### src/pzsw_pkg.sv
// shared constants for the piezo setpoint, wheel and trigger block
package pzsw_pkg;
   localparam int ADDR_W = 8;
   localparam int DATA_W = 32;
   localparam int VAL_W  = 16;
   // register byte offsets
   localparam logic [7:0] OFS_CTRL   = 8'h00;
   localparam logic [7:0] OFS_LOOP   = 8'h04;
   localparam logic [7:0] OFS_JOG    = 8'h08;
   localparam logic [7:0] OFS_WHEEL  = 8'h0C;
   localparam logic [7:0] OFS_PRE1   = 8'h10;
   localparam logic [7:0] OFS_PRE2   = 8'h14;
   localparam logic [7:0] OFS_TRIG   = 8'h18;
   localparam logic [7:0] OFS_STAT   = 8'h1C;
   localparam logic [7:0] OFS_SETPT  = 8'h20;
   localparam logic [7:0] OFS_DEMAND = 8'h24;
   localparam logic [7:0] OFS_WSTEP  = 8'h28;
   // control register fields
   localparam int CTRL_LOOP  = 0;
   localparam int CTRL_EXTEN = 1;
   localparam int CTRL_SRC_L = 2;
   localparam int CTRL_PERS  = 4;
   // loop constant fields and reset value
   localparam int LOOP_I_L = 8;
   localparam logic [7:0] LOOP_DEF = 8'h64;
   // wheel register fields
   localparam int WH_GEAR_L = 2;
   localparam int WH_DIRNEG = 4;
   // trigger register fields: port a in 3:0, port b in 7:4
   localparam int TRG_FLD_W = 4;
   localparam int TRG_POL   = 3;
   localparam int TRG_DOUT  = 8;
   // values in millivolt, position in hundredths of a percent
   localparam logic [15:0] GEAR_HIGH_MV = 16'h03E8;
   localparam logic [15:0] GEAR_MED_MV  = 16'h0064;
   localparam logic [15:0] GEAR_LOW_MV  = 16'h000A;
   localparam logic [15:0] POS_FULL     = 16'h2710;
   localparam logic [15:0] VOLT_FULL_MV = 16'hFFFF;
   // non-volatile store
   localparam int NV_AW = 3;
   localparam logic [2:0] NV_LAST = 3'h6;

   typedef enum logic [1:0] {
      WM_ADJUST = 2'b00,
      WM_JOG    = 2'b01,
      WM_GOTO   = 2'b10
   } pzsw_wmode_e;

   typedef enum logic [1:0] {
      GR_HIGH = 2'b00,
      GR_MED  = 2'b01,
      GR_LOW  = 2'b10
   } pzsw_gear_e;

   typedef enum logic [2:0] {
      TM_OFF     = 3'b000,
      TM_DIGIN   = 3'b001,
      TM_JOGUP   = 3'b010,
      TM_JOGDN   = 3'b011,
      TM_RELMOVE = 3'b100,
      TM_ABSMOVE = 3'b101,
      TM_HOME    = 3'b110,
      TM_DIGOUT  = 3'b111
   } pzsw_tmode_e;

   typedef enum logic [1:0] {
      NV_LOAD = 2'b00,
      NV_IDLE = 2'b01,
      NV_SAVE = 2'b10
   } pzsw_nv_e;
endpackage

### src/pzsw_top.sv
// setpoint, wheel and trigger control of the piezo drive unit
`timescale 1ns/1ps
module pzsw_top #(
   parameter int VAL_W = pzsw_pkg::VAL_W
) (
   // clock and reset
   input  wire logic                          clk,
   input  wire logic                          rstn,
   // register port
   input  wire logic [pzsw_pkg::ADDR_W-1:0]   regAddr,
   input  wire logic [pzsw_pkg::DATA_W-1:0]   regWdata,
   input  wire logic                          regWr,
   input  wire logic                          regRd,
   output logic      [pzsw_pkg::DATA_W-1:0]   regRdata,
   // analogue input value and front-panel wheel
   input  wire logic [VAL_W-1:0]              extIn,
   input  wire logic                          wheelClick,
   input  wire logic                          wheelUp,
   // drive outputs
   output logic      [VAL_W-1:0]              driveDemand,
   output logic      [VAL_W-1:0]              feedbackValue,
   output logic                               loopClosed,
   output logic      [7:0]                    loopKp,
   output logic      [7:0]                    loopKi,
   output logic      [1:0]                    inputSel,
   // move starts
   output logic                               moveRelStart,
   output logic                               moveAbsStart,
   output logic                               moveHomeStart,
   // trigger ports, oe low while driving
   input  wire logic                          trigPortAIn,
   output logic                               trigPortAOut,
   output logic                               trigPortAOeN,
   input  wire logic                          trigPortBIn,
   output logic                               trigPortBOut,
   output logic                               trigPortBOeN,
   // non-volatile store, read data one cycle after nvRd
   input  wire logic                          nvHasData,
   input  wire logic [pzsw_pkg::DATA_W-1:0]   nvRdata,
   output logic                               nvRd,
   output logic                               nvWr,
   output logic      [pzsw_pkg::NV_AW-1:0]    nvAddr,
   output logic      [pzsw_pkg::DATA_W-1:0]   nvWdata
);
   // settings
   logic [4:0]       ctrl_r;
   logic [15:0]      loop_r;
   logic [VAL_W-1:0] jog_r;
   logic [VAL_W-1:0] wstep_r;
   logic [4:0]       wheel_r;
   logic [VAL_W-1:0] pre1_r;
   logic [VAL_W-1:0] pre2_r;
   logic [9:0]       trig_r;
   logic [VAL_W-1:0] setpt_r;
   // trigger pipeline
   logic [1:0]       syncA_r;
   logic [1:0]       syncB_r;
   logic [1:0]       actPrev_r;
   logic [1:0]       trigAct;
   logic [1:0]       trigEdge;
   logic [1:0]       trigIsIn;
   logic [2:0]       tmode [2];
   // nv store
   pzsw_pkg::pzsw_nv_e        nvState_r;
   logic [pzsw_pkg::NV_AW-1:0] nvIdx_r;
   logic                      nvLdPend_r;
   logic [pzsw_pkg::NV_AW-1:0] nvLdIdx_r;
   logic                      persistReq;
   // setpoint step
   logic                      stepEn;
   logic                      stepUp;
   logic [VAL_W-1:0]          stepAmt;
   logic [VAL_W-1:0]          setptMax;
   logic                      hostWrSetpt;
   logic                      gotoEn;

   wire logic isClosed = ctrl_r[pzsw_pkg::CTRL_LOOP];
   wire logic wrIdle   = regWr && (nvState_r == pzsw_pkg::NV_IDLE);

   // add with clamp at lim, subtract with floor at 0
   function automatic logic [VAL_W-1:0] satStep(
      input logic [VAL_W-1:0] cur,
      input logic [VAL_W-1:0] amt,
      input logic             up,
      input logic [VAL_W-1:0] lim
   );
      logic [VAL_W:0] sum;
      sum = '0;
      if (up) begin
         sum = {1'b0, cur} + {1'b0, amt};
         satStep = (sum > {1'b0, lim}) ? lim : sum[VAL_W-1:0];
      end else begin
         satStep = (amt > cur) ? '0 : cur - amt;
      end
   endfunction

   // packed image of one settings word, shared by reads and saves
   function automatic logic [pzsw_pkg::DATA_W-1:0] settingWord(
      input logic [pzsw_pkg::NV_AW-1:0] idx
   );
      settingWord = '0;
      unique case (idx)
         3'h0:    settingWord[4:0] = {1'b0, ctrl_r[3:0]};
         3'h1:    settingWord[15:0] = loop_r;
         3'h2:    settingWord[VAL_W-1:0] = jog_r;
         3'h3:    settingWord[4:0] = wheel_r;
         3'h4:    settingWord[VAL_W-1:0] = pre1_r;
         3'h5:    settingWord[VAL_W-1:0] = pre2_r;
         3'h6:    settingWord[9:0] = trig_r;
         default: settingWord[VAL_W-1:0] = wstep_r;
      endcase
   endfunction

   // loop constants and reload of settings
   always_ff @(posedge clk or negedge rstn) begin
      if (!rstn) begin
         ctrl_r  <= '0;
         loop_r  <= {pzsw_pkg::LOOP_DEF, pzsw_pkg::LOOP_DEF};
         jog_r   <= '0;
         wstep_r <= '0;
         wheel_r <= '0;
         pre1_r  <= '0;
         pre2_r  <= '0;
         trig_r  <= '0;
      end else if (nvLdPend_r) begin
         unique case (nvLdIdx_r)
            3'h0:    ctrl_r <= {1'b0, nvRdata[3:0]};
            3'h1:    loop_r <= nvRdata[15:0];
            3'h2:    jog_r <= nvRdata[VAL_W-1:0];
            3'h3:    wheel_r <= nvRdata[4:0];
            3'h4:    pre1_r <= nvRdata[VAL_W-1:0];
            3'h5:    pre2_r <= nvRdata[VAL_W-1:0];
            3'h6:    trig_r <= nvRdata[9:0];
            default: wstep_r <= nvRdata[VAL_W-1:0];
         endcase
      end else if (wrIdle) begin
         // settings written by host at their register offsets
         unique case (regAddr)
            pzsw_pkg::OFS_CTRL:  ctrl_r <= regWdata[4:0];
            pzsw_pkg::OFS_LOOP:  loop_r <= regWdata[15:0];
            pzsw_pkg::OFS_JOG:   jog_r <= regWdata[VAL_W-1:0];
            pzsw_pkg::OFS_WHEEL: wheel_r <= regWdata[4:0];
            pzsw_pkg::OFS_PRE1:  pre1_r <= regWdata[VAL_W-1:0];
            pzsw_pkg::OFS_PRE2:  pre2_r <= regWdata[VAL_W-1:0];
            pzsw_pkg::OFS_TRIG:  trig_r <= regWdata[9:0];
            pzsw_pkg::OFS_WSTEP: wstep_r <= regWdata[VAL_W-1:0];
            default: ;
         endcase
      end else begin
         // persist bit is a request, not a stored setting
         ctrl_r[pzsw_pkg::CTRL_PERS] <= 1'b0;
      end
   end

   assign persistReq = ctrl_r[pzsw_pkg::CTRL_PERS];

   // load words 0 to 6 after reset, save them on request; wstep_r is not stored
   always_ff @(posedge clk or negedge rstn) begin
      if (!rstn) begin
         nvState_r  <= pzsw_pkg::NV_LOAD;
         nvIdx_r    <= '0;
         nvRd       <= 1'b0;
         nvWr       <= 1'b0;
         nvAddr     <= '0;
         nvWdata    <= '0;
         nvLdPend_r <= 1'b0;
         nvLdIdx_r  <= '0;
      end else begin
         nvRd       <= 1'b0;
         nvWr       <= 1'b0;
         nvLdPend_r <= nvRd;
         nvLdIdx_r  <= nvAddr;
         unique case (nvState_r)
            pzsw_pkg::NV_LOAD: begin
               // a blank store leaves the reset defaults in place
               if (!nvHasData || nvIdx_r == pzsw_pkg::NV_LAST + 3'h1) begin
                  nvState_r <= pzsw_pkg::NV_IDLE;
                  nvIdx_r   <= '0;
               end else begin
                  nvRd    <= 1'b1;
                  nvAddr  <= nvIdx_r;
                  nvIdx_r <= nvIdx_r + 3'h1;
               end
            end
            pzsw_pkg::NV_IDLE: begin
               if (persistReq) begin
                  nvState_r <= pzsw_pkg::NV_SAVE;
                  nvIdx_r   <= '0;
               end
            end
            pzsw_pkg::NV_SAVE: begin
               nvWr    <= 1'b1;
               nvAddr  <= nvIdx_r;
               nvWdata <= settingWord(nvIdx_r);
               nvIdx_r <= nvIdx_r + 3'h1;
               if (nvIdx_r == pzsw_pkg::NV_LAST) begin
                  nvState_r <= pzsw_pkg::NV_IDLE;
               end
            end
            default: nvState_r <= pzsw_pkg::NV_IDLE;
         endcase
      end
   end

   // two-stage synchronisers, then a third stage for the edge
   always_ff @(posedge clk or negedge rstn) begin
      if (!rstn) begin
         syncA_r <= 2'b11;
         syncB_r <= 2'b11;
      end else begin
         syncA_r <= {syncA_r[0], trigPortAIn};
         syncB_r <= {syncB_r[0], trigPortBIn};
      end
   end

   assign tmode[0] = trig_r[2:0];
   assign tmode[1] = trig_r[pzsw_pkg::TRG_FLD_W+2:pzsw_pkg::TRG_FLD_W];

   always_comb begin
      for (int i = 0; i < 2; i++) begin
         trigIsIn[i] = tmode[i] != pzsw_pkg::TM_DIGOUT;
      end
      // polarity bit set means active low
      trigAct[0] = syncA_r[1] ^ trig_r[pzsw_pkg::TRG_POL];
      trigAct[1] = syncB_r[1]
                   ^ trig_r[pzsw_pkg::TRG_FLD_W+pzsw_pkg::TRG_POL];
      trigEdge = trigAct & ~actPrev_r & trigIsIn;
   end

   // inputs start high as with the pull-up
   always_ff @(posedge clk or negedge rstn) begin
      if (!rstn) begin
         actPrev_r <= 2'b11;
      end else begin
         actPrev_r <= trigAct;
      end
   end

   // drive only in digital-out mode, level follows polarity
   always_ff @(posedge clk or negedge rstn) begin
      if (!rstn) begin
         trigPortAOut <= 1'b1;
         trigPortAOeN <= 1'b1;
         trigPortBOut <= 1'b1;
         trigPortBOeN <= 1'b1;
      end else begin
         trigPortAOeN <= trigIsIn[0];
         trigPortBOeN <= trigIsIn[1];
         trigPortAOut <= trig_r[pzsw_pkg::TRG_DOUT]
                         ^ trig_r[pzsw_pkg::TRG_POL];
         trigPortBOut <= trig_r[pzsw_pkg::TRG_DOUT+1]
                         ^ trig_r[pzsw_pkg::TRG_FLD_W+pzsw_pkg::TRG_POL];
      end
   end

   always_ff @(posedge clk or negedge rstn) begin
      if (!rstn) begin
         moveRelStart  <= 1'b0;
         moveAbsStart  <= 1'b0;
         moveHomeStart <= 1'b0;
      end else begin
         moveRelStart  <= 1'b0;
         moveAbsStart  <= 1'b0;
         moveHomeStart <= 1'b0;
         for (int i = 0; i < 2; i++) begin
            if (trigEdge[i] && tmode[i] == pzsw_pkg::TM_RELMOVE) begin
               moveRelStart <= 1'b1;
            end
            if (trigEdge[i] && tmode[i] == pzsw_pkg::TM_ABSMOVE) begin
               moveAbsStart <= 1'b1;
            end
            if (trigEdge[i] && tmode[i] == pzsw_pkg::TM_HOME) begin
               moveHomeStart <= 1'b1;
            end
         end
      end
   end

   // pick one step source per cycle: wheel first, then trigger a, b
   always_comb begin
      stepEn  = 1'b0;
      stepUp  = 1'b0;
      stepAmt = '0;
      gotoEn  = 1'b0;
      hostWrSetpt = wrIdle && regAddr == pzsw_pkg::OFS_SETPT;
      // closed loop limit is full extension
      setptMax = isClosed ? pzsw_pkg::POS_FULL : pzsw_pkg::VOLT_FULL_MV;
      if (wheelClick) begin
         stepUp = wheelUp ^ wheel_r[pzsw_pkg::WH_DIRNEG];
         unique case (wheel_r[1:0])
            pzsw_pkg::WM_ADJUST: begin
               stepEn = 1'b1;
               unique case (wheel_r[pzsw_pkg::WH_GEAR_L+:2])
                  pzsw_pkg::GR_HIGH: stepAmt = pzsw_pkg::GEAR_HIGH_MV;
                  pzsw_pkg::GR_MED:  stepAmt = pzsw_pkg::GEAR_MED_MV;
                  default:           stepAmt = pzsw_pkg::GEAR_LOW_MV;
               endcase
            end
            pzsw_pkg::WM_JOG: begin
               // one jog step per click, unit follows loop mode
               stepEn  = 1'b1;
               stepAmt = jog_r;
            end
            pzsw_pkg::WM_GOTO: gotoEn = 1'b1;
            default: ;
         endcase
      end else begin
         for (int i = 1; i >= 0; i--) begin
            // jog triggers only in open loop
            if (trigEdge[i] && !isClosed
                && (tmode[i] == pzsw_pkg::TM_JOGUP
                    || tmode[i] == pzsw_pkg::TM_JOGDN)) begin
               stepEn  = 1'b1;
               stepUp  = tmode[i] == pzsw_pkg::TM_JOGUP;
               stepAmt = wstep_r;
            end
         end
      end
   end

   // setpoint: host write wins over panel and triggers
   always_ff @(posedge clk or negedge rstn) begin
      if (!rstn) begin
         setpt_r <= '0;
      end else if (hostWrSetpt) begin
         setpt_r <= (regWdata[VAL_W-1:0] > setptMax)
                    ? setptMax : regWdata[VAL_W-1:0];
      end else if (gotoEn) begin
         setpt_r <= stepUp ? pre1_r : pre2_r;
      end else if (stepEn) begin
         setpt_r <= satStep(setpt_r, stepAmt, stepUp, setptMax);
      end else if (setpt_r > setptMax) begin
         setpt_r <= setptMax;
      end
   end

   // open loop with CTRL_EXTEN set sums external input, closed loop uses it as feedback
   always_ff @(posedge clk or negedge rstn) begin
      if (!rstn) begin
         driveDemand   <= '0;
         feedbackValue <= '0;
         loopClosed    <= 1'b0;
         loopKp        <= pzsw_pkg::LOOP_DEF;
         loopKi        <= pzsw_pkg::LOOP_DEF;
         inputSel      <= '0;
      end else begin
         loopClosed <= isClosed;
         loopKp     <= loop_r[7:0];
         loopKi     <= loop_r[pzsw_pkg::LOOP_I_L+:8];
         inputSel   <= ctrl_r[pzsw_pkg::CTRL_SRC_L+:2];
         feedbackValue <= isClosed ? extIn : '0;
         if (!isClosed && ctrl_r[pzsw_pkg::CTRL_EXTEN]) begin
            driveDemand <= satStep(setpt_r, extIn, 1'b1,
                                   pzsw_pkg::VOLT_FULL_MV);
         end else begin
            driveDemand <= setpt_r;
         end
      end
   end

   // register reads, unmapped offsets read zero
   always_ff @(posedge clk or negedge rstn) begin
      if (!rstn) begin
         regRdata <= '0;
      end else if (regRd) begin
         regRdata <= '0;
         unique case (regAddr)
            pzsw_pkg::OFS_CTRL:   regRdata <= settingWord(3'h0);
            pzsw_pkg::OFS_LOOP:   regRdata <= settingWord(3'h1);
            pzsw_pkg::OFS_JOG:    regRdata <= settingWord(3'h2);
            pzsw_pkg::OFS_WHEEL:  regRdata <= settingWord(3'h3);
            pzsw_pkg::OFS_PRE1:   regRdata <= settingWord(3'h4);
            pzsw_pkg::OFS_PRE2:   regRdata <= settingWord(3'h5);
            pzsw_pkg::OFS_TRIG:   regRdata <= settingWord(3'h6);
            pzsw_pkg::OFS_WSTEP:  regRdata <= settingWord(3'h7);
            pzsw_pkg::OFS_STAT:
               regRdata[4:0] <= {nvState_r != pzsw_pkg::NV_IDLE, isClosed,
                                 actPrev_r[1], syncB_r[1], syncA_r[1]};
            pzsw_pkg::OFS_SETPT:  regRdata[VAL_W-1:0] <= setpt_r;
            pzsw_pkg::OFS_DEMAND: regRdata[VAL_W-1:0] <= driveDemand;
            default: ;
         endcase
      end
   end
endmodule

### config.mk
export PLATFORM = sky130hd
export DESIGN_NAME = pzsw_top
export DESIGN_NICKNAME = d
export VERILOG_FILES = /design/src/pzsw_pkg.sv /design/src/pzsw_top.sv
export SDC_FILE = /design/constraint.sdc
export NUM_CORES = 1
export LEC_CHECK = 0
export ABC_AREA = 0
export BUFFER_PORTS_ARGS = -buffer_cell sky130_fd_sc_hd__buf_2
export CORE_MARGIN = 1.5
export CORE_UTILIZATION = 30
export DETAILED_ROUTE_END_ITERATION = 8
export HOLD_SLACK_MARGIN = 0.12
export SLEW_MARGIN = 25
export SYNTH_ARGS = -nofsm -noshare
export SYNTH_HDL_FRONTEND = slang
export SYNTH_SLANG_ARGS = --single-unit
### constraint.sdc
create_clock -name clk -period 5.45 [get_ports clk]
set_input_delay 0.8175 -clock clk [delete_from_list [all_inputs] [get_ports clk]]
set_output_delay 0.8175 -clock clk [all_outputs]
set_load 0.05 [all_outputs]
== After elaboration in Yosys (flattened, before gate mapping) ==
Index checks and enable logic that the tools add are counted.

* Register bits: 226
* Input bits: 97
* Output and inout port bits: 127

* Add/subtract/negate cells: 4
* $lt $le $gt $ge: 5
* Equality and inequality tests: 54
* Muxes and demuxes: 83
* Bitwise logic cells: 8
* Reduce and logical (&&, ||, !) cells: 52

{| class="wikitable"
|+ Operator list
! kind !! count
|-
| $mux W16 || 36
|-
| $pmux W11 S8 || 1
|-
| $pmux W5 S11 || 1
|-
| $gt A16 B16 Y1 || 3
|-
| $mux W10 || 4
|-
| $eq A3 B3 Y1 const B || 13
|-
| $mux W5 || 7
|-
| $pmux W5 S7 || 1
|-
| $add A16 B16 Y17 || 2
|-
| $eq A8 B5 Y1 const B || 4
|-
| $pmux W16 S2 || 1
|-
| $pmux W5 S6 || 1
|-
| $pmux W6 S5 || 1
|-
| $reduce_and A3 Y1 || 9
|-
| $eq A3 B2 Y1 const B || 8
|-
| $eq A8 B6 Y1 const B || 3
|-
| $pmux W10 S2 || 1
|-
| $reduce_bool A2 Y1 || 10
|-
| $mux W1 || 19
|-
| $gt A17 B16 Y1 || 1
|-
| $gt A17 B16 Y1 const B || 1
|-
| $eq A8 B4 Y1 const B || 2
|-
| $ne A2 B1 Y1 const B || 8
|-
| $sub A16 B16 Y16 || 1
|-
| 29 further kinds || 68
|}

== Logic depth before layout (Yosys ltp) ==
Gate-level depths: netlist of run 1.

* Depth after elaboration: 15
* Depth in mapped cells: 24
* Depth with buffers taken out: 23

== Worst setup path before layout of run 1 ==
OpenSTA, ideal clock, no wires.

* Path type: reg2reg
* Start: reg ctrl_r[0]
* End: reg setpt_r[14]
* Library setup time: 130 ps
* Arrival: 5251 ps
* Data required time: 5320 ps
* Path slack: 69 ps
* Stages on the path, launching flop included: 23
* Buffers on the path: 2
* Cell sequence: dfrtp_1 > clkbuf_1 > nor2_1 > nor4b_1 > nor3_2 > nor2_1 > o21a_1 > ha_1 > a21o_1 > a221o_1 > a221oi_4 > a31oi_1 > o21a_1 > nor2_1 > xnor2_1 > ha_1 > nand2_1 > or3_4 > o21ai_4 > nand2_2 > buf_6 > a2111oi_1 > o21ai_1

* Cells in the longest elaborated chain, start to end: 13
* Elaborated cells on any way between the ends: 31
* Those cells by class: add/sub (2); order compare (4); mux (19); reduce/logical (6)

{| class="wikitable"
|+ Ends and longest elaborated chain
! element !! line !! source
|-
| start: declaration || pzsw_top.sv:46 || <nowiki>logic [4:0] ctrl_r;</nowiki>
|-
| start signal: assignment || pzsw_top.sv:127 || <nowiki>3'h0: ctrl_r <= {1'b0, nvRdata[3:0]};</nowiki>
|-
| start signal: assignment || pzsw_top.sv:139 || <nowiki>pzsw_pkg::OFS_CTRL: ctrl_r <= regWdata[4:0];</nowiki>
|-
| $logic_not A1 Y1 || pzsw_top.sv:310 || <nowiki>if (trigEdge[i] && !isClosed</nowiki>
|-
| $logic_and A1 B1 Y1 || pzsw_top.sv:310 ||
|-
| $logic_and A1 B1 Y1 || pzsw_top.sv:311 || <nowiki>&& (tmode[i] == pzsw_pkg::TM_JOGUP</nowiki>
|-
| $mux W16 (2 in a row) || pzsw_top.sv:310 ||
|-
| $mux W16 || pzsw_top.sv:288 || <nowiki>if (wheelClick) begin</nowiki>
|-
| $add A16 B16 Y17 || pzsw_top.sv:90 || <nowiki>sum = {1'b0, cur} + {1'b0, amt};</nowiki>
|-
| $gt A17 B16 Y1 || pzsw_top.sv:91 || <nowiki>satStep = (sum > {1'b0, lim}) ? lim : sum[VAL_W-1:0];</nowiki>
|-
| $mux W16 || pzsw_top.sv:91 ||
|-
| $mux W16 || pzsw_top.sv:89 || <nowiki>if (up) begin</nowiki>
|-
| $mux W16 || pzsw_top.sv:330 || <nowiki>end else if (stepEn) begin</nowiki>
|-
| $mux W16 || pzsw_top.sv:328 || <nowiki>end else if (gotoEn) begin</nowiki>
|-
| $mux W16 || pzsw_top.sv:325 || <nowiki>end else if (hostWrSetpt) begin</nowiki>
|-
| end signal: assignment || pzsw_top.sv:326 || <nowiki>setpt_r <= (regWdata[VAL_W-1:0] > setptMax)</nowiki>
|-
| end signal: assignment || pzsw_top.sv:329 || <nowiki>setpt_r <= stepUp ? pre1_r : pre2_r;</nowiki>
|-
| end signal: assignment || pzsw_top.sv:331 || <nowiki>setpt_r <= satStep(setpt_r, stepAmt, stepUp, setptMax);</nowiki>
|-
| end: declaration || pzsw_top.sv:54 || <nowiki>logic [VAL_W-1:0] setpt_r;</nowiki>
|}

Parallel ways exist; a longest one is shown, timed or not. The select of a mux whose other input is x is not followed.
A chain may end at the register's enable or synchronous reset.

== Worst setup path in the final report of run 1 ==
* Start: reg syncA_r[1]
* End: reg setpt_r[1]

* Cells in the longest elaborated chain, start to end: 14
* Elaborated cells on any way between the ends: 23
* Those cells by class: add/sub (2); order compare (2); mux (13); bitwise (3); reduce/logical (3)

{| class="wikitable"
|+ Ends and longest elaborated chain
! element !! line !! source
|-
| start: declaration || pzsw_top.sv:56 || <nowiki>logic [1:0] syncA_r;</nowiki>
|-
| start signal: assignment || pzsw_top.sv:211 || <nowiki>syncA_r <= {syncA_r[0], trigPortAIn};</nowiki>
|-
| $xor A1 B1 Y1 (*) || pzsw_top.sv:224 || <nowiki>trigAct[0] = syncA_r[1] ^ trig_r[pzsw_pkg::TRG_POL];</nowiki>
|-
| net trigAct[0] || pzsw_top.sv:59 || <nowiki>logic [1:0] trigAct;</nowiki>
|-
| $and A2 B2 Y2 (*) (2 in a row) || pzsw_top.sv:227 || <nowiki>trigEdge = trigAct & ~actPrev_r & trigIsIn;</nowiki>
|-
| $logic_and A1 B1 Y1 (*) || pzsw_top.sv:310 ||
|-
| $logic_and A1 B1 Y1 (*) || pzsw_top.sv:311 ||
|-
| $mux W16 || pzsw_top.sv:310 ||
|-
| $mux W16 || pzsw_top.sv:288 ||
|-
| $add A16 B16 Y17 || pzsw_top.sv:90 ||
|-
| $gt A17 B16 Y1 || pzsw_top.sv:91 ||
|-
| $mux W16 || pzsw_top.sv:91 ||
|-
| $mux W16 || pzsw_top.sv:89 ||
|-
| $mux W16 || pzsw_top.sv:330 ||
|-
| $mux W16 || pzsw_top.sv:328 ||
|-
| $mux W16 || pzsw_top.sv:325 ||
|}

Mark *: on every way through the listed nets, which the timed path passes. The rest lies on a longest branch.

==> impl_metrics.sql, run 1 <==
INSERT INTO impl_metrics (metric_group, metric, value, unit) VALUES
('synthesis', 'synthesis.area', '14300', 'sq um'),
('grt', 'first_pass_grt_wire_length', '78.7', 'mm'),
('synthesis', 'yosys.cell_types.count', '83', ''),
('pwr', 'comb_power_share', '55.9', '%'),
('synthesis', 'synth_top_area_cell', 'dfrtp_1', ''),
('synthesis', 'synthSimpleGateAreaFrac', '12.4', '%'),
('clocking', 'later_pin_clock_latency_in_the_skew_report', '0.57', 'ns'),
('routing', 'drtIter0Drc', '1360', ''),
('synthesis', 'synth_compound_gate_area_share', '20.6', '%'),
('routing', 'wl_per_cell', '22.8', 'microns'),
('synthesis', 'synth_area_leaders', 'dfrtp_1 36%, mux2_2 9.9%, ha_1 8.6%, dfstp_2 4.0%, a21oi_1 3.4%', ''),
('clocking', 'tritoncts', 'done', ''),
('pwr', 'power.net_switching', '5.28', 'mW'),
('timing', 'layout_min_cycle_time', '5.31', 'ns'),
('synthesis', 'yosys.area.top_type_share', '35.6', '%'),
('routing', 'viasPerCell', '5.63', ''),
('synthesis', 'number_of_flops_mapped_to_enable_cells_by_yosys', '0', ''),
('layout', 'regArea', '5680', 'sq um'),
('synthesis', 'synth.mux.area_fraction', '10.5', '%'),
('outcome', 'run_status', 'finished clean', ''),
('clocking', 'clk_pin_slew_worst_paths', '0.06', 'ns'),
('timing', 'maxSlewViolCount', '0', ''),
('pwr', 'internal_power', '5.86', 'mW'),
('timing', 'min_period_over_period', '97.5', '%'),
('die', 'die_area', '49100', 'sq um'),
('timing', 'final-setup-viol-count', '0', ''),
('clocking', 'numClockSinks', '226', ''),
('layout', 'multi_input_area', '8210', 'sq um'),
('placed_design', 'numPlacedInstances', '2266', ''),
('pwr', 'ir_drop_worst_case_vdd', '0.235', 'mV'),
('critical_path', 'setup.worst_path.start_class', 'register', ''),
('grt', 'via_count_of_the_first_global_routing_pass', '12600', ''),
('grt', 'grt_use_total', '20.8', '%'),
('synthesis', 'synthFlopType', 'dfrtp_1', ''),
('timing', 'finalSetupTns', '0', 'ns'),
('routing', 'vias', '13000', ''),
('layout', 'syn2layout_area_growth', '21.8', '%'),
('synthesis', 'synth_fa_ha_area_share', '8.97', '%'),
('timing', 'fmaxAchievable', '188', 'MHz'),
('grt', 'antenna_found_initial', '2', ''),
('placed_design', 'numPortBuffers', '159', ''),
('layout', 'final_cell_mix', '203 x dfrtp_1, 158 x buf_2, 126 x mux2_2, 113 x nor2_1, 112 x buf_4', ''),
('layout', 'final_core_util', '37.3', '%'),
('routing', 'drc_errors', '0', ''),
('routing', 'drt.antenna.violating_nets', '0', ''),
('critical_path', 'crit_path_max_fanout', '6', ''),
('grt', 'grt_max_degree', '137', ''),
('grt', 'gr-total-overflow', '0', ''),
('synthesis', 'synthesis_stage_register_bit_count', '226', ''),
('timing', 'measured_slew_at_the_worst_slew_check_pin', '1.11', 'ns'),
('critical_path', 'path_class', 'reg -> reg', ''),
('timing', 'post_route_skew', '0.0292', 'ns'),
('clocking', 'clock_tree.root_cell', 'clkbuf_16', ''),
('layout', 'final_layout_size_suffix_gt1_share', '30.1', '%'),
('layout', 'num-fill-cells', '4720', ''),
('pwr', 'report.power.total', '11.1', 'mW'),
('synthesis', 'async_set_reset_flop_share_out_of_synthesis', '100', '%'),
('critical_path', 'critPathRequiredTime', '5.93', 'ns'),
('clocking', 'cts_made_buffers', '27', ''),
('layout', 'fin_cells', '2316', ''),
('synthesis', 'synthXorXnorAreaFrac', '2.51', '%'),
('clocking', 'ctsLongestPathBuffers', '3', ''),
('pwr', 'power_density', '638', 'nW/um^2'),
('die', 'io_pins', '224', ''),
('clocking', 'cts_hold_repair.buffers', '0', ''),
('synthesis', 'ys.warnings.count', '0', ''),
('pwr', 'seq_power_share', '27.3', '%'),
('timing', 'rsz0062_at_grt', 'yes', ''),
('routing', 'sum_of_routed_wire_length_over_all_layers', '52.9', 'mm'),
('flow_run', 'max_cap_violations', '0', ''),
('layout', 'antenna_diode_instance_count', '0', '');
## Yosys cell counts, drive strengths merged, types with 3 or more instances
| cell type | n |
|---|---|
| a2111oi | 5 |
| a211oi | 7 |
| a21boi | 5 |
| a21o | 14 |
| a21oi | 96 |
| a221oi | 39 |
| a222oi | 13 |
| a22o | 20 |
| a22oi | 41 |
| a31oi | 30 |
| a41oi | 10 |
| and2 | 30 |
| buf | 40 |
| clkbuf | 60 |
| dfrtp | 204 |
| dfstp | 22 |
| fa | 3 |
| ha | 98 |
| inv | 61 |
| mux2 | 126 |
| mux2i | 9 |
| nand2 | 93 |
| nand2b | 15 |
| nand3 | 30 |
| nand3b | 4 |
| nand4 | 13 |
| nor2 | 116 |
| nor2b | 16 |
| nor3 | 21 |
| nor4 | 7 |
| nor4b | 3 |
| o211ai | 7 |
| o21a | 16 |
| o21ai | 62 |
| o21bai | 9 |
| o22a | 17 |
| o22ai | 5 |
| o31ai | 6 |
| or2 | 3 |
| or3 | 3 |
| or4 | 3 |
| xnor2 | 30 |
| xor2 | 11 |
## power groups by stage
stage	registers, mW	clock network (mW)	logic, mW
finish	3.04	1.87	6.23
global route	3.09	1.97	6.74
CTS	3.01	1.90	6.04
detailed placement	3.03	0	5.99
global placement	3.02	0	5.93
floorplan	3.53	0	3.27
## cell type report
| type | count | area share (%) |
|---|---|---|
| well taps | 607 | 4.35 |
| clock inverters | 11 | 0.817 |
| inverters | 62 | 1.33 |
| repair buffers | 272 | 9.55 |
| clock buffers | 38 | 4.39 |
| multi-input cells | 1100 | 47.0 |
| flip-flops and latches | 226 | 32.6 |
## stage by stage
stage / hold slack, ns / instance area (sq um)
6_report: 0.265 / 17500
3_3_place_gp: 0.351 / 16400
5_1_grt: 0.327 / 17500
2_1_floorplan: 0.345 / 14500
3_5_place_dp: 0.350 / 16400
4_1_cts: 0.302 / 17300
## cell families after synthesis
logic type | after synthesis
buf+inv | 163
fa+ha+maj | 101
mux | 135
xor+xnor | 41
compound gates | 423
simple gates | 368
other cells | 1
flops | 226
## registers in the layout, summed over array words and instances, names as in the netlist, 3 cells and up
signal / flops
ctrl_r: 5
driveDemand: 16
feedbackValue: 16
jog_r: 16
loopKi: 8
loopKp: 8
loop_r: 16
nvAddr: 3
nvIdx_r: 3
nvLdIdx_r: 3
nvWdata: 16
pre1_r: 16
pre2_r: 16
regRdata: 16
setpt_r: 16
trig_r: 10
wheel_r: 5
wstep_r: 16
## worst max-delay path: stages (launching register included)
cell,delay [ns]
dfstp_2,0.57
xor2_2,0.08
nor2b_2,0.16
nor4b_4,0.13
buf_4,0.15
buf_4,0.13
or3_4,0.34
buf_4,0.14
and2_1,0.19
ha_2,0.22
a21o_1,0.17
a221o_1,0.36
a221oi_4,0.33
a31oi_2,0.14
o21a_1,0.19
nor2_2,0.10
xnor2_1,0.10
ha_1,0.34
nand2_1,0.09
or3_4,0.40
o21ai_4,0.17
nand2_2,0.12
a2111oi_0,0.48
nand3b_1,0.16
## per-layer routing
metal / track usage [%] / vias to the layer above / wire [microns]
met1: 28.9 / 6491 / 23200
met4: 7.09 / 2 / 1870
met5: 0 / - / 9
met3: 3.71 / 123 / 4190
li1: - / 5807 / -
met2: 32.5 / 608 / 23600
## path summary, 6_finish.rpt
path	from	end	slack, ns	cells after the start
setup / recovery	syncA_r[1]$_DFF_PN1_	setpt_r[1]$_DFFE_PN0P_	0.14	23
min in group clk	syncB_r[0]$_DFF_PN1_	syncB_r[1]$_DFF_PN1_	0.36	0
max in group asynchronous	rstn	wstep_r[10]$_DFFE_PN0P_	3.86	2
setup reg to reg	syncA_r[1]$_DFF_PN1_	setpt_r[1]$_DFFE_PN0P_	0.14	23
hold reg to reg	syncB_r[0]$_DFF_PN1_	syncB_r[1]$_DFF_PN1_	0.36	0
hold / removal	rstn	feedbackValue[7]$_DFF_PN0_	0.27	1
## what timing repair did
item                                    in CTS  in global routing
resized for setup                            4                 34
pin swaps                                    0                  5
endpoints found under the setup margin      11                 15
setup buffers                                0                  1
(Power assumes the default switching activity.)
==> run 2, diff against run 1 <==
- ABC_AREA: 0 -> 1
==> run 2 against run 1 <==
  * Global-route usage grew 0.80 points
  * First-iteration DRC count shrank 12%
  * Flip-flop and latch count did not move
  * Utilization down 1.5 points
  * Count of clock-buffer cells in the layout shrank 3
  * Setup slack improved by 0.47 ns
  * Critical path type unchanged
==> impl_metrics.sql, run 2 <==
INSERT INTO impl_metrics (metric_group, metric, value, unit) VALUES
('grt', 'grt_use_total', '21.6', '%'),
('critical_path', 'worstReg2RegStart', 'syncB_r[1]$_DFF_PN1_', ''),
('pwr', 'power.net_switching', '6.17', 'mW'),
('clocking', 'cts_hold_repair.buffers', '0', ''),
('synthesis', 'synthCells', '1898', ''),
('pwr', 'comb_power_share', '58.1', '%'),
('placed_design', 'numPlacedInstances', '2663', ''),
('die', 'die_area', '49700', 'sq um'),
('grt', 'antenna_found_initial', '1', ''),
('routing', 'drt.antenna.violating_nets', '0', ''),
('critical_path', 'reg2reg_setup_slack', '0.61', 'ns'),
('routing', 'vias', '13900', ''),
('grt', 'gr-total-overflow', '0', ''),
('timing', 'relative_slew_slack', '29.6', '%'),
('timing', 'finalSetupTns', '0', 'ns'),
('synthesis', 'synth_top_area_cell', 'dfrtp_1', ''),
('die', 'placement_row_count', '80', ''),
('synthesis', 'yosysMostFrequentCell', 'nand2_1', ''),
('layout', 'final_cell_mix', '452 x nand2_1, 271 x inv_1, 203 x dfrtp_1, 174 x o21ai_0, 158 x buf_2', ''),
('routing', 'max_used_layer', 'met5', ''),
('synthesis', 'postSynthAreaPerCell', '7.65', 'sq um'),
('grt', 'first_pass_grt_wire_length', '82.0', 'mm'),
('critical_path', 'r2r.worst_path.cells', '27', ''),
('routing', 'm1WireLength', '24.0', 'mm'),
('placed_design', 'gp_congestion', '0.979', ''),
('timing', 'layout_min_cycle_time', '4.84', 'ns'),
('timing', 'post_route_skew', '0.0185', 'ns'),
('layout', 'layout_commonest_cell', 'nand2_1', ''),
('layout', 'finish.net_count', '2275', ''),
('clocking', 'later_pin_clock_latency_in_the_skew_report', '0.57', 'ns'),
('critical_path', 'critPathRequiredTime', '5.88', 'ns'),
('routing', 'drt_pre_antenna_iters', '7', ''),
('die', 'io_pins', '224', ''),
('clocking', 'post_cts_buffers', '0', ''),
('pwr', 'seq_power_share', '25.3', '%'),
('worst_hold_path', 'worst_hold_path_type', 'in -> async', ''),
('die', 'coreArea', '47700', 'sq um'),
('routing', 'viasPerCell', '5.14', ''),
('clocking', 'clock_tree.root_cell', 'clkbuf_16', ''),
('placed_design', 'worst_slack_at_placement', '0.494', 'ns'),
('clocking', 'ctsLongestPathBuffers', '3', ''),
('timing', 'rsz0062_at_grt', 'no', ''),
('clocking', 'htree_num_levels', '1', ''),
('timing', 'final-setup-viol-count', '0', ''),
('critical_path', 'crit_path_max_fanout', '4', ''),
('synthesis', 'ys.warnings.count', '0', ''),
('timing', 'min_period_over_period', '88.8', '%'),
('synthesis', 'synthFlopType', 'dfrtp_1', ''),
('grt', 'grt_max_degree', '79', ''),
('clocking', 'tritoncts', 'done', ''),
('routing', 'sum_of_routed_wire_length_over_all_layers', '54.6', 'mm'),
('pwr', 'ir_drop_worst_case_vdd', '0.306', 'mV'),
('timing', 'hold_violations', '0', ''),
('die', 'chipHeight', '223', 'microns'),
('pwr', 'report.power.total', '11.9', 'mW'),
('critical_path', 'terminus_of_the_critical_flop_to_flop_path', 'setpt_r[8]$_DFFE_PN0P_', ''),
('synthesis', 'yosys.area.top_type_share', '35.2', '%'),
('layout', 'num-fill-cells', '4997', ''),
('flow_run', 'max_cap_violations', '0', ''),
('timing', 'post_route_setup_slack', '0.611', 'ns'),
('placed_design', 'place.detailed.hpwl', '42.2', 'mm'),
('placed_design', 'numPortBuffers', '159', ''),
('pwr', 'p_sw_share', '51.9', '%'),
('critical_path', 'setup.worst_path.start_class', 'register', ''),
('critical_path', 'path_class', 'reg -> reg', ''),
('critical_path', 'worst_setup_path_end_kind', 'register', ''),
('routing', 'routed-wl-met3', '3.57', 'mm'),
('synthesis', 'synth_area_leaders', 'dfrtp_1 35%, nand2_1 12%, ha_1 8.4%, inv_1 7.0%, o21ai_0 6.0%', ''),
('grt', 'via_count_of_the_first_global_routing_pass', '13500', ''),
('die', 'starting_density', '30.4', '%'),
('synthesis', 'synth-seq-area-share', '39.2', '%'),
('pwr', 'internal_power', '5.73', 'mW'),
('synthesis', 'synth.top_cells.by_count', '452 x nand2_1, 271 x inv_1, 204 x dfrtp_1', ''),
('die', 'floorplan.die.width', '223', 'microns'),
('layout', 'final_layout_size_suffix_gt1_share', '15.0', '%'),
('timing', 'fmaxAchievable', '207', 'MHz'),
('timing', 'maxSlewViolCount', '0', ''),
('synthesis', 'yosys.cell_types.count', '54', ''),
('critical_path', 'cp_data_arrival_time', '5.27', 'ns'),
('synthesis', 'async_set_reset_flop_share_out_of_synthesis', '100', '%'),
('routing', 'drc_errors', '0', ''),
('clocking', 'cts_made_buffers', '27', ''),
('pwr', 'power_density', '697', 'nW/um^2'),
('outcome', 'run_status', 'finished clean', ''),
('routing', 'detailroute.wirelength.met2', '25.1', 'mm'),
('synthesis', 'synthesis.area', '14500', 'sq um'),
('pwr', 'static-leakage-power', '8.67', 'nW'),
('synthesis', 'number_of_flops_mapped_to_enable_cells_by_yosys', '0', ''),
('routing', 'wl_per_cell', '20.1', 'microns'),
('clocking', 'clk_pin_slew_worst_paths', '0.07', 'ns'),
('layout', 'antenna_diode_instance_count', '0', ''),
('timing', 'measured_slew_at_the_worst_slew_check_pin', '1.06', 'ns'),
('routing', 'drtIter0Drc', '1198', ''),
('clocking', 'numClockSinks', '226', ''),
('layout', 'syn2layout_area_growth', '17.7', '%'),
('pwr', 'p_clk_share', '16.5', '%'),
('clocking', 'cts_resized', '0', ''),
('layout', 'fin_cells', '2713', ''),
('synthesis', 'synthesis_stage_register_bit_count', '226', '');
run 2: final cells by class:
cell class / instances / area, sq um / share of cell area [%]
multi-input cells: 1332 / 7410 / 43.4
flip-flops and latches: 226 / 5680 / 33.3
repair buffers: 210 / 1200 / 7.03
inverters: 280 / 1050 / 6.17
well taps: 615 / 769 / 4.50
clock buffers: 35 / 766 / 4.48
clock inverters: 15 / 196 / 1.15
run 2: power groups by stage:
stage,sequential (mW),clock (mW),combinational [mW]
2_1_floorplan,3.73,0,3.95
5_1_grt,3.10,2.09,7.65
3_5_place_dp,3.03,0,6.84
3_3_place_gp,3.02,0,6.77
6_report,3.02,1.97,6.92
4_1_cts,3.01,2.02,6.88
run 2: stage by stage:
stage | utilization, % | hold slack, ns | instance area [sq um]
finish | 35.8 | 0.236 | 17100
global route | 35.8 | 0.276 | 17100
global placement | 33.7 | 0.351 | 16100
CTS | 35.8 | 0.246 | 17100
floorplan | - | 0.345 | 14600
detailed placement | 33.8 | 0.347 | 16100
run 2: cells by family (layout without fill, tap and decap cells):
family	after synthesis	in the layout	share of synthesized area, %
simple gates	687	687	19.3
compound gates	472	472	19.3
buf+inv	371	540	10.8
flops	226	226	39.2
fa+ha+maj	101	101	8.86
xor+xnor	33	33	1.99
mux	7	7	0.543
other cells	1	32	0.0258
run 2: how the worst max path moves through the flow:
stage          slack, ns             startpoint  depth (start not counted)                 endpoint
3_3_place_gp        0.43             wheelClick                         35   setpt_r[2]$_DFFE_PN0P_
5_1_grt             0.21   syncB_r[1]$_DFF_PN1_                         35   setpt_r[2]$_DFFE_PN0P_
4_1_cts             0.65   syncB_r[1]$_DFF_PN1_                         27  setpt_r[10]$_DFFE_PN0P_
3_5_place_dp        0.49             wheelClick                         35   setpt_r[2]$_DFFE_PN0P_
6_report            0.61   syncB_r[1]$_DFF_PN1_                         27   setpt_r[8]$_DFFE_PN0P_
2_1_floorplan       1.01  ctrl_r[0]$_DFFE_PN0P_                         36   setpt_r[7]$_DFFE_PN0P_
run 2: worst max-delay path: stages (launching register included):
cell and delay (ns):
dfstp_2 0.56, xor2_1 0.21, nand3_1 0.18, nor2_1 0.18, nor2_1 0.07, nand2_2 0.10
nand2_1 0.08, inv_1 0.09, ha_1 0.17, inv_1 0.06, fa_1 0.42, inv_1 0.15
nand3_1 0.12, nand3_1 0.13, a21boi_0 0.10, buf_4 0.15, xnor2_1 0.23, ha_1 0.30
a21o_1 0.19, nand4_1 0.08, nor2_1 0.05, nor2_2 0.09, nand2_2 0.12, buf_4 0.16
o21ai_0 0.34, nand3_1 0.17, o211ai_1 0.12, a22oi_1 0.08
run 2: metal layers:
metal	up-vias	track usage, %
li1	6624	-
met1	6703	29.2
met2	525	34.9
met3	95	3.04
met4	2	8.01
met5	-	0
==> run 3, diff against run 2 <==
- BUFFER_PORTS_ARGS: -buffer_cell sky130_fd_sc_hd__buf_2 -> -buffer_cell sky130_fd_sc_hd__clkbuf_2
==> run 3 against run 2 <==
  * Setup slack improved by 0.084 ns
  * Power increased by 0.79%
  * Global-route usage increased by 0.14 points
  * Clock skew decreased by 0.0087 ns
  * Clock power increased by 3%
  * Count of clock-buffer cells in the layout increased by 1
  * First-iteration DRC count increased by 3.7%
  * Non-clock buffer count increased by 4
  * Flip-flop and latch count unchanged
  * Worst hold slack got worse by 0.085 ns
  * Critical endpoint is now setpt_r[6]$_DFFE_PN0P_
  * Largest cell class unchanged
  * Largest power group unchanged
  * Highest routed layer unchanged
==> impl_metrics.sql, run 3 (synthesis results as in run 2) <==
INSERT INTO impl_metrics (metric_group, metric, value, unit) VALUES
('clocking', 'later_pin_clock_latency_in_the_skew_report', '0.57', 'ns'),
('die', 'die_area', '49700', 'sq um'),
('layout', 'final_cell_mix', '452 x nand2_1, 271 x inv_1, 203 x dfrtp_1, 174 x o21ai_0, 158 x clkbuf_2', ''),
('clocking', 'htree_num_levels', '1', ''),
('routing', 'vias', '14000', ''),
('timing', 'finalSetupTns', '0', 'ns'),
('routing', 'drtIter0Drc', '1242', ''),
('timing', 'relative_slew_slack', '30.8', '%'),
('critical_path', 'setup.worst_path.start_class', 'register', ''),
('pwr', 'power_density', '698', 'nW/um^2'),
('critical_path', 'cpMaxStageDelayCell', 'dfstp_2', ''),
('routing', 'sum_of_routed_wire_length_over_all_layers', '54.9', 'mm'),
('timing', 'post_route_skew', '0.00972', 'ns'),
('pwr', 'ir_drop_worst_case_vdd', '0.352', 'mV'),
('grt', 'antenna_found_initial', '1', ''),
('critical_path', 'crit_family', 'simple AND/OR/NAND/NOR gates', ''),
('timing', 'maxSlewViolCount', '0', ''),
('timing', 'min_period_over_period', '87.3', '%'),
('routing', 'wl_per_cell', '20.2', 'microns'),
('worst_hold_path', 'worst_hold_path_type', 'in -> async', ''),
('die', 'floorplan.die.width', '223', 'microns'),
('clocking', 'tritoncts', 'done', ''),
('timing', 'rsz0062_at_grt', 'no', ''),
('die', 'starting_density', '30.4', '%'),
('grt', 'grt_use_total', '21.7', '%'),
('die', 'io_pins', '224', ''),
('die', 'coreArea', '47700', 'sq um'),
('placed_design', 'numPortBuffers', '159', ''),
('critical_path', 'cp_data_arrival_time', '5.21', 'ns'),
('pwr', 'static-leakage-power', '8.71', 'nW'),
('placed_design', 'place.detailed.hpwl', '42.1', 'mm'),
('critical_path', 'critical-path-top-cell-by-count', 'nand2_1', ''),
('routing', 'drc_errors', '0', ''),
('routing', 'drt.antenna.violating_nets', '0', ''),
('critical_path', 'path_class', 'reg -> reg', ''),
('grt', 'gr-total-overflow', '0', ''),
('timing', 'final-setup-viol-count', '0', ''),
('clocking', 'post_cts_buffers', '0', ''),
('grt', 'via_count_of_the_first_global_routing_pass', '13500', ''),
('critical_path', 'crit_path_max_incr_delay', '0.56', 'ns'),
('clocking', 'ctsLongestPathBuffers', '3', ''),
('flow_run', 'max_cap_violations', '0', ''),
('layout', 'final_core_util', '36.0', '%'),
('layout', 'layout_commonest_cell', 'nand2_1', ''),
('layout', 'final_layout_size_suffix_gt1_share', '15.3', '%'),
('outcome', 'run_status', 'finished clean', ''),
('grt', 'grt_max_degree', '122', ''),
('layout', 'finish.net_count', '2280', ''),
('layout', 'antenna_diode_instance_count', '0', ''),
('clocking', 'cts_hold_repair.buffers', '0', ''),
('routing', 'drt_pre_antenna_iters', '5', ''),
('timing', 'post_route_setup_slack', '0.695', 'ns'),
('layout', 'syn2layout_area_growth', '18.5', '%'),
('timing', 'fmaxAchievable', '210', 'MHz'),
('critical_path', 'critPathRequiredTime', '5.91', 'ns'),
('timing', 'hold_violations', '0', ''),
('timing', 'layout_min_cycle_time', '4.76', 'ns'),
('critical_path', 'worst_setup_path_end_kind', 'register', ''),
('placed_design', 'worst_slack_at_placement', '0.527', 'ns'),
('clocking', 'clock_tree.root_cell', 'clkbuf_16', ''),
('clocking', 'clk_pin_slew_worst_paths', '0.06', 'ns'),
('critical_path', 'crit_path_max_fanout', '15', ''),
('grt', 'first_pass_grt_wire_length', '82.5', 'mm'),
('clocking', 'cts_made_buffers', '28', ''),
('clocking', 'numClockSinks', '226', ''),
('routing', 'viasPerCell', '5.16', ''),
('critical_path', 'worst-path-buf-inv', '3', ''),
('die', 'placement_row_count', '80', ''),
('clocking', 'cts_resized', '0', ''),
('placed_design', 'gp_congestion', '0.966', ''),
('die', 'chipHeight', '223', 'microns'),
('timing', 'measured_slew_at_the_worst_slew_check_pin', '1.01', 'ns');
run 3: routing by layer:
metal | track usage [%] | vias up | wire [microns] | share of wire [%]
li1 | - | 6630 | - | -
met1 | 29.3 | 6745 | 24200 | 44
met2 | 34.8 | 545 | 24900 | 45
met3 | 3.54 | 104 | 3650 | 6.7
met4 | 8.36 | 2 | 2090 | 3.8
met5 | 0 | - | 13 | 0.024
run 3: stage by stage:
step                      area [sq um]  hold WS, ns  std cells  power [mW]
after floorplan                  14600        0.345       1929        7.68
after global placement           16100        0.349       2666        9.82
after detailed placement         16200        0.349       2666        9.90
after CTS                        17200        0.305       2718        12.0
after global routing             17200        0.159       2719        12.9
final                            17200        0.151       2719        12.0
run 3: final timing paths:
check	startpoint	end	slack, ns	cells past startpoint
hold / removal	rstn	nvLdIdx_r[2]$_DFF_PN0_	0.15	1
setup / recovery	syncB_r[1]$_DFF_PN1_	setpt_r[6]$_DFFE_PN0P_	0.69	34
hold reg to reg	syncB_r[0]$_DFF_PN1_	syncB_r[1]$_DFF_PN1_	0.36	0
max in group asynchronous	rstn	driveDemand[15]$_DFF_PN0_	3.92	3
min in group clk	trigPortAIn	syncA_r[0]$_DFF_PN1_	0.33	1
setup reg to reg	syncB_r[1]$_DFF_PN1_	setpt_r[6]$_DFFE_PN0P_	0.69	34
run 3: report_power, final:
part	switching (mW)	internal, mW
Sequential	0.612	2.43
Clock	0.792	1.23
Combinational	4.80	2.14
run 3: cell type report:
cell class                 count  area, sq um
clock buffer                  36          802
clock inverter                16          205
fill                        4940        30500
inverter                     280         1050
multi-input combinational   1332         7420
sequential                   226         5680
tap                          615          769
timing repair buffer         214         1260
